**src/design/slf_map.svh**
```systemverilog
/*
  Constants for the store-to-load forwarding check: sizes, address slices, queue depth.
  Assumes inclusion by the slf package and the design modules.
*/
`ifndef SLF_MAP_SVH
`define SLF_MAP_SVH
`define SLF_ADDR_W     48
`define SLF_DATA_W     64
`define SLF_ENTRIES    8
`define SLF_IDX_W      3
`define SLF_TAG_W      8
`define SLF_MATCH_HI   11
`define SLF_MATCH_LO   2
`define SLF_SIZE_1     2'h0
`define SLF_SIZE_2     2'h1
`define SLF_SIZE_4     2'h2
`define SLF_SIZE_8     2'h3
`endif

```
**src/design/slf_pkg.sv**
```systemverilog
/*
  Types for the store-to-load forwarding check.
  Assumes slf_map.svh is on the include path.
*/
`default_nettype none
`include "slf_map.svh"
package slf_pkg;
  typedef logic [1:0] slf_size_t;
  typedef enum logic [1:0] {SLF_IDLE, SLF_HOLD, SLF_READ} slf_state_t;
endpackage
`default_nettype wire

```
**src/design/slf_store_mem.sv**
```systemverilog
/*
  Store data storage of the second_level_load_store_queue, registered read port.
  Assumes one write and one read per cycle on the core clock.
*/
`default_nettype none
`include "slf_map.svh"
module slf_store_mem (
  input  wire logic                     clk,
  input  wire logic                     we,
  input  wire logic [`SLF_IDX_W-1:0]    waddr,
  input  wire logic [`SLF_DATA_W-1:0]   wdata,
  input  wire logic [`SLF_IDX_W-1:0]    raddr,
  output logic      [`SLF_DATA_W-1:0]   rdata
);
  logic [`SLF_DATA_W-1:0] mem_q [`SLF_ENTRIES];
  always_ff @(posedge clk) begin
    if (we) begin
      mem_q[waddr] <= wdata;
    end
    rdata <= mem_q[raddr];
  end
endmodule // slf_store_mem
`default_nettype wire

```
**src/design/slf_check.sv**
```systemverilog
/*
  Store-to-load forwarding decision over a circular second_level_load_store_queue.
  Assumes: stores arrive in program order; the reorder buffer reports
  retire_ok when all instructions older than the oldest store have retired; the
  cache accepts one write per cycle; one load is presented at a time and held
  until load_done.
*/
`default_nettype none
`include "slf_map.svh"
module slf_check (
  input  wire logic                     clk,
  input  wire logic                     rst,
  input  wire logic                     st_valid,
  input  wire logic [`SLF_ADDR_W-1:0]   st_addr,
  input  wire slf_pkg::slf_size_t       st_size,
  input  wire logic                     st_high_byte,
  input  wire logic [`SLF_DATA_W-1:0]   st_data,
  input  wire logic                     retire_ok,
  input  wire logic                     ld_valid,
  input  wire logic [`SLF_ADDR_W-1:0]   ld_addr,
  input  wire slf_pkg::slf_size_t       ld_size,
  output logic                          st_ready,
  output logic                          cache_we,
  output logic      [`SLF_ADDR_W-1:0]   cache_addr,
  output logic      [`SLF_DATA_W-1:0]   cache_wdata,
  output slf_pkg::slf_size_t            cache_size,
  output logic                          cache_rd,
  output logic                          load_done,
  output logic                          load_fwd,
  output logic                          load_stall,
  output logic      [`SLF_DATA_W-1:0]   load_data
);
  // ****************************************
  // helpers
  // ****************************************
  function automatic logic aligned(input logic [`SLF_ADDR_W-1:0] a,
                                   input slf_pkg::slf_size_t s);
    unique case (s)
      `SLF_SIZE_1: aligned = 1'b1;
      `SLF_SIZE_2: aligned = (a[0] == 1'b0);
      `SLF_SIZE_4: aligned = (a[1:0] == 2'h0);
      default:     aligned = (a[2:0] == 3'h0);
    endcase
  endfunction

  // ****************************************
  // queue state
  // ****************************************
  logic [`SLF_ADDR_W-1:0] q_addr_q [`SLF_ENTRIES];
  slf_pkg::slf_size_t     q_size_q [`SLF_ENTRIES];
  logic                   q_hb_q   [`SLF_ENTRIES];
  logic [`SLF_ENTRIES-1:0] q_val_q;
  logic [`SLF_IDX_W-1:0]  head_q, tail_q;
  logic [`SLF_IDX_W:0]    count_q;
  logic                   push, pop;
  logic [`SLF_DATA_W-1:0] mem_rdata;
  logic [`SLF_IDX_W-1:0]  mem_raddr;

  slf_pkg::slf_state_t    state_q;
  logic [`SLF_IDX_W-1:0]  hit_idx_q;
  logic                   hit_any, hit_fwd;
  logic [`SLF_IDX_W-1:0]  hit_idx;
  logic                   narrow_q;

  assign push = st_valid && st_ready;
  // drain waits for a non-idle state so an idle search keeps the read port
  assign pop  = (count_q != '0) && retire_ok && (state_q != slf_pkg::SLF_IDLE);

  always_ff @(posedge clk) begin
    if (rst) begin
      st_ready <= 1'b1;
    end else begin
      st_ready <= ((count_q + (push ? 1'b1 : 1'b0) - (pop ? 1'b1 : 1'b0))
                   < (`SLF_IDX_W+1)'(`SLF_ENTRIES - 1));
    end
  end

  always_ff @(posedge clk) begin
    if (rst) begin
      head_q  <= '0;
      tail_q  <= '0;
      count_q <= '0;
      q_val_q <= '0;
    end else begin
      if (push) begin
        tail_q <= tail_q + 1'b1;
        q_val_q[tail_q] <= 1'b1;
      end
      if (pop) begin
        head_q <= head_q + 1'b1;
        q_val_q[head_q] <= 1'b0;
      end
      count_q <= count_q + (push ? 1'b1 : 1'b0) - (pop ? 1'b1 : 1'b0);
    end
  end

  always_ff @(posedge clk) begin
    if (push) begin
      q_addr_q[tail_q] <= st_addr;
      q_size_q[tail_q] <= st_size;
      q_hb_q[tail_q]   <= st_high_byte;
    end
  end

  // memory read port: the cache drain reads head, a load reads its hit
  assign mem_raddr = (state_q == slf_pkg::SLF_IDLE) ? hit_idx : head_q;

  slf_store_mem u_mem (
    .clk   (clk),
    .we    (push),
    .waddr (tail_q),
    .wdata (st_data),
    .raddr (mem_raddr),
    .rdata (mem_rdata)
  );

  // ****************************************
  // cache write of the retiring entry
  // ****************************************
  // address travels one cycle with the registered data read
  logic                   pop_q;
  logic [`SLF_ADDR_W-1:0] pop_addr_q;
  slf_pkg::slf_size_t     pop_size_q;
  always_ff @(posedge clk) begin
    if (rst) begin
      pop_q <= 1'b0;
    end else begin
      pop_q <= pop && (state_q != slf_pkg::SLF_IDLE);
    end
    pop_addr_q <= q_addr_q[head_q];
    pop_size_q <= q_size_q[head_q];
  end
  // drains are only allowed when the read port is free, i.e. not idle
  always_ff @(posedge clk) begin
    if (rst) begin
      cache_we    <= 1'b0;
      cache_addr  <= '0;
      cache_wdata <= '0;
      cache_size  <= `SLF_SIZE_1;
    end else begin
      cache_we <= pop_q;
      if (pop_q) begin
        cache_addr  <= pop_addr_q;
        cache_wdata <= mem_rdata;
        cache_size  <= pop_size_q;
      end
    end
  end

  // ****************************************
  // dependency search, newest first
  // ****************************************
  always_comb begin
    logic [`SLF_IDX_W-1:0] idx;
    hit_any = 1'b0;
    hit_idx = '0;
    idx     = '0;
    for (int i = 0; i < `SLF_ENTRIES; i++) begin
      idx = tail_q - (`SLF_IDX_W)'(i + 1);
      if (!hit_any && q_val_q[idx] &&
          q_addr_q[idx][`SLF_MATCH_HI:`SLF_MATCH_LO] ==
          ld_addr[`SLF_MATCH_HI:`SLF_MATCH_LO]) begin
        hit_any = 1'b1;
        hit_idx = idx;
      end
    end
  end

  always_comb begin
    hit_fwd = hit_any
      && (q_addr_q[hit_idx] == ld_addr)
      && (ld_size <= q_size_q[hit_idx])
      && aligned(ld_addr, ld_size)
      && aligned(q_addr_q[hit_idx], q_size_q[hit_idx])
      && !q_hb_q[hit_idx];
  end

  // ****************************************
  // load sequencing
  // ****************************************
  logic start_q;
  always_ff @(posedge clk) begin
    if (rst) begin
      state_q   <= slf_pkg::SLF_IDLE;
      hit_idx_q <= '0;
      narrow_q  <= 1'b0;
      start_q   <= 1'b0;
    end else begin
      start_q <= 1'b0;
      unique case (state_q)
        slf_pkg::SLF_IDLE: begin
          if (ld_valid && !load_done && !start_q) begin
            start_q   <= 1'b1;
            hit_idx_q <= hit_idx;
            narrow_q  <= hit_fwd;
            if (hit_any && !hit_fwd) begin
              state_q <= slf_pkg::SLF_HOLD;
            end
          end
        end
        slf_pkg::SLF_HOLD: begin
          // wait until the blocking entry has left and its cache write is out
          if (!q_val_q[hit_idx_q] && !pop_q && !cache_we) begin
            state_q <= slf_pkg::SLF_READ;
          end
        end
        slf_pkg::SLF_READ: state_q <= slf_pkg::SLF_IDLE;
      endcase
    end
  end

  always_ff @(posedge clk) begin
    if (rst) begin
      load_done  <= 1'b0;
      load_fwd   <= 1'b0;
      load_stall <= 1'b0;
      load_data  <= '0;
      cache_rd   <= 1'b0;
    end else begin
      load_done <= 1'b0;
      load_fwd  <= 1'b0;
      cache_rd  <= 1'b0;
      load_stall <= (state_q == slf_pkg::SLF_HOLD);
      if (start_q && narrow_q) begin
        load_done <= 1'b1;
        load_fwd  <= 1'b1;
        load_data <= mem_rdata;
      end else if (start_q && state_q == slf_pkg::SLF_IDLE) begin
        cache_rd  <= 1'b1;
        load_done <= 1'b1;
      end else if (state_q == slf_pkg::SLF_READ) begin
        cache_rd  <= 1'b1;
        load_done <= 1'b1;
      end
    end
  end
endmodule // slf_check
`default_nettype wire

```
**config.mk**
```make
export PLATFORM = sky130hd
export DESIGN_NAME = slf_check
export DESIGN_NICKNAME = d
export VERILOG_FILES = /design/src/design/slf_pkg.sv /design/src/design/slf_store_mem.sv /design/src/design/slf_check.sv
export VERILOG_INCLUDE_DIRS = /design/src /design/src/design
export SDC_FILE = /design/constraint.sdc
export NUM_CORES = 2
export LEC_CHECK = 0
export BUFFER_PORTS_ARGS = -buffer_cell sky130_fd_sc_hd__buf_2
export CELL_PAD_IN_SITES_DETAIL_PLACEMENT = 1
export CELL_PAD_IN_SITES_GLOBAL_PLACEMENT = 1
export CORE_MARGIN = 2
export CORE_UTILIZATION = 35
export CTS_CLUSTER_DIAMETER = 60
export DETAILED_ROUTE_END_ITERATION = 10
export GPL_ROUTABILITY_DRIVEN = 0
export PLACE_DENSITY = 0.61
export SYNTH_ARGS = -nofsm -noshare
export SYNTH_HDL_FRONTEND = slang
export SYNTH_SLANG_ARGS = --single-unit
```
**constraint.sdc**
```tcl
create_clock -name clk -period 8.5 [get_ports clk]
set_input_delay 2.55 -clock clk [delete_from_list [all_inputs] [get_ports clk]]
set_output_delay 2.55 -clock clk [all_outputs]
set_load 0.01 [all_outputs]
```
==> results.yml <==
worst_hold_path:
  hp-class: "reg2reg"
  holdPathEnd: "cache_addr[11]"
  worstHoldStart: "pop_addr_q[11]"
  min_delay_path_depth: 2
routing:
  drt_iter0_markers: 2604
  drt-total-wl_um: 180000
  num_vias: 37500
  viasPerCell: 5.47
  ant_nets: 0
  drc_errors: 0
  dr.pass1.iters: 5
  wl_per_cell_um: 26.3
clock_network:
  clk_path_buf_depth: 3
  post_cts_buffers: 0
  clk_latency_ns: 0.77
  ctsHoldBuffers: 0
  clk_pin_slew_ns: 0.06
  htree_levels: 4
  numCtsBuffers: 147
  cts_tree: "done"
  cts_root_buf: "clkbuf_16"
  cts_resized: 0
  cts.sinks: 1247
yosys:
  async_flop_share_pct: 0
  synth_top_area_share_pct: 48.9
  ys_types: 110
  yosys_warnings: 0
  syn-cell-area_sq_mm: 0.0565
  synthTopCellsByArea: "edfxtp_1, dfxtp_1, mux4_2, mux2i_1, nand2_1"
  syn-num-nets: 4456
  ys.flop_type: "edfxtp_1"
  synth_edf_count: 920
  synth_seq_cells: 1247
  synth-seq-area-share_pct: 60.4
  yosysTopAreaCell: "edfxtp_1"
  syn_area_per_cell_sq_um: 13.2
  postSynthCellCount: 4268
power:
  power_mw: 19.9
  switching_share_pct: 34.3
  net-switching-power_mw: 6.83
  p_clk_share_pct: 31.5
  ir_drop_mv: 0.207
  leakage_nw: 22.8
  seq_power_share_pct: 37.9
  power_density_mw_per_mm2: 304
  internal_power_mw: 13.1
  combPwrFrac_pct: 30.6
floorplan:
  start_util_pct: 35.2
  die_area_sq_mm: 0.165
  rows: 147
  io_pins: 354
  core_area_sq_mm: 0.161
  die_x_um: 406
  die_y_um: 406
timing:
  hold_viol_final: 0
  rsz0062_at_grt: "no"
  slew_viol_final: 0
  fin_tns_setup_ns: 0
  min_period_ns: 7.62
  relSlewSlack_pct: 23.5
  period_share_pct: 89.7
  tightest_slew_ns: 1.14
  fmax_mhz: 131
  fin_skew_ns: 0.0303
  setup_violations: 0
global_routing:
  grt_pass1_wl_um: 265000
  grt_pass1_vias: 39100
  grt_usage_pct: 21.6
  gr-total-overflow: 0
  grt_max_degree: 93
  antenna_found_initial: 49
cells_and_area:
  num-nets-final: 4761
  drive_above_1_share_pct: 21.8
  areaGrowthSynthToFinish_pct: 15.9
  multi_input_area_sq_mm: 0.0209
  fillers: 16600
  regArea_sq_mm: 0.0342
worst_setup_path:
  reg2regPathDepth: 22
  slowest_stage: "ha_2"
  worstReg2RegStart: "tail_q[1]"
  cp-end-kind: "register"
  crit_fanout: 38
  crit_path_start_kind: "register"
  path_cells: "inv_1 > ha_2 > buf_4 > mux2i_1 > mux4_2 > xnor2_1 > nor2_1 > nand4b_4 > o2111ai_2 > or3_4 > a211o_4 > nand2_8 > buf_4 > mux4_2 > xor2_1 > nor2_1 > a21oi_1 > nor4b_1 > buf_4 > and4_4 > o31ai_1 > nor4b_4"
  cp_top_family: "simple AND/OR/NAND/NOR gates"
  critPathBufInv: 4
  path_class: "reg2reg"
  r2r-end: "state_q[1]"
  regToRegSetupSlack_ns: 0.88
  worst_ep_required_time_ns: 9.10
  worst-endpoint-arrival_ns: 8.22
  crit_path_frequent_cell: "buf_4"
  slowest_delay_ns: 0.85
run:
  cap_violations: 0
placement:
  hpwl_um: 112000
  numPortBuffers: 353
status:
  status: "complete, no violations"
## logic make-up after synthesis
family          count (synthesis)  synth area share (%)
xor+xnor                      138                  2.24
mux                           683                  16.9
compound gates                610                  7.26
flops                        1247                  60.4
simple gates                 1252                  9.84
fa+ha+maj                      18                 0.412
buf+inv                       320                  2.90
## worst max-delay path by stage
stage,depth (start not counted),start,end
finish,22,tail_q[1],state_q[1]
global route,22,tail_q[1],state_q[0]
CTS,22,tail_q[1],state_q[1]
detailed placement,20,ld_addr[8],state_q[1]
global placement,20,ld_addr[8],state_q[1]
floorplan,26,ld_addr[8],state_q[1]
## power by group through the flow
stage | clock (mW) | combinational, mW | sequential [mW]
2_1_floorplan | 0 | 4.24 | 7.49
3_3_place_gp | 0 | 6.04 | 7.66
3_5_place_dp | 0 | 6.14 | 7.68
4_1_cts | 6.43 | 6.18 | 7.56
5_1_grt | 6.65 | 6.71 | 7.61
6_report | 6.27 | 6.08 | 7.55
## per-layer routing
metal	vias to the layer above	share of wire [%]	global-route usage [%]
li1	16700	-	-
met3	335	6.1	4.65
met4	56	3.1	7.38
met5	-	0.19	0
met1	19400	44	29.3
met2	1070	46	34.4
## worst reg2reg max path: stages, from the launching register on
cell,delay (ns)
dfxtp_4,0.35
inv_1,0.21
ha_2,0.85
buf_4,0.46
mux2i_1,0.16
mux4_2,0.50
xnor2_1,0.43
nor2_1,0.21
nand4b_4,0.17
o2111ai_2,0.24
or3_4,0.47
a211o_4,0.38
nand2_8,0.21
buf_4,0.58
mux4_2,0.62
xor2_1,0.16
nor2_1,0.22
a21oi_1,0.14
nor4b_1,0.46
buf_4,0.18
and4_4,0.26
o31ai_1,0.09
nor4b_4,0.14
## placed cells by master (no fill, tap or decap), types with 10 or more instances in the layout
| cell | instances |
|---|---|
| dfxtp_1 | 321 |
| mux4_2 | 208 |
| edfxtp_1 | 920 |
| a21oi_1 | 173 |
| buf_2 | 352 |
| nor3_1 | 38 |
| buf_12 | 23 |
| clkbuf_8 | 24 |
| nor4_1 | 18 |
| a22o_1 | 78 |
| nand2b_1 | 13 |
| xnor2_1 | 95 |
| o22ai_1 | 14 |
| and2_1 | 25 |
| nor2_1 | 191 |
| mux2_2 | 78 |
| nor3b_1 | 10 |
| buf_4 | 72 |
| a211oi_1 | 17 |
| clkbuf_16 | 150 |
| clkbuf_1 | 35 |
| inv_6 | 10 |
| clkinv_2 | 15 |
| mux2i_1 | 394 |
| nand3_1 | 112 |
| nand4_1 | 23 |
| clkinv_1 | 17 |
| o21ai_0 | 107 |
| ha_1 | 15 |
| nor2b_1 | 21 |
| o211ai_1 | 73 |
| inv_1 | 19 |
| and3_1 | 18 |
| o2111ai_1 | 10 |
| a22oi_1 | 22 |
| nand2_1 | 721 |
| xor2_1 | 38 |
## stage by stage
| step | utilization [%] | cell area [sq um] | worst slack, ns | cells | hold WS [ns] |
|---|---|---|---|---|---|
| final | 40.8 | 65600 | 0.880 | 6861 | 0.446 |
| after global routing | 40.8 | 65500 | 0.587 | 6856 | 0.469 |
| after CTS | 40.8 | 65500 | 0.894 | 6854 | 0.450 |
| after detailed placement | 37.8 | 60600 | 0.231 | 6584 | 0.458 |
| after global placement | 37.8 | 60600 | 0.330 | 6584 | 0.446 |
| after floorplan | - | 56500 | 0.975 | 4268 | 0.441 |
## flip-flops by register name, summed over array words and instances (netlist names), 2 cells and up, named ones only
signal,cells
u_mem.mem_q,512
q_addr_q,384
cache_wdata,64
load_data,64
u_mem.rdata,64
cache_addr,48
pop_addr_q,48
q_size_q,16
q_hb_q,8
q_val_q,8
count_q,4
head_q,3
hit_idx_q,3
tail_q,3
cache_size,2
pop_size_q,2
state_q,2
## final cells by class
type	instances	area share (%)
Antenna cell	7	0.0267
Clock buffer	209	6.43
Clock inverter	61	1.03
Inverter	28	0.160
Multi-Input combinational cell	2701	31.8
Sequential cell	1247	52.2
Tap cell	2160	4.12
Timing Repair Buffer	448	4.23
## synthesized netlist by cell type, drive strengths merged, types with 11 or more instances
| master | n |
|---|---|
| nor2 | 193 |
| o21ai | 117 |
| nand3 | 112 |
| a22oi | 22 |
| nor2b | 21 |
| and2 | 25 |
| mux4 | 209 |
| o2111ai | 11 |
| nor4 | 20 |
| o22ai | 14 |
| mux2 | 79 |
| nand2b | 13 |
| ha | 17 |
| mux2i | 395 |
| nand4 | 23 |
| a21oi | 178 |
| a211oi | 20 |
| nand2 | 723 |
| xor2 | 40 |
| a22o | 78 |
| and3 | 26 |
| dfxtp | 327 |
| o211ai | 73 |
| xnor2 | 98 |
| buf | 131 |
| edfxtp | 920 |
| clkbuf | 161 |
| nor3 | 41 |
| inv | 22 |
No activity file was read; power rests on OpenSTA's default activity.
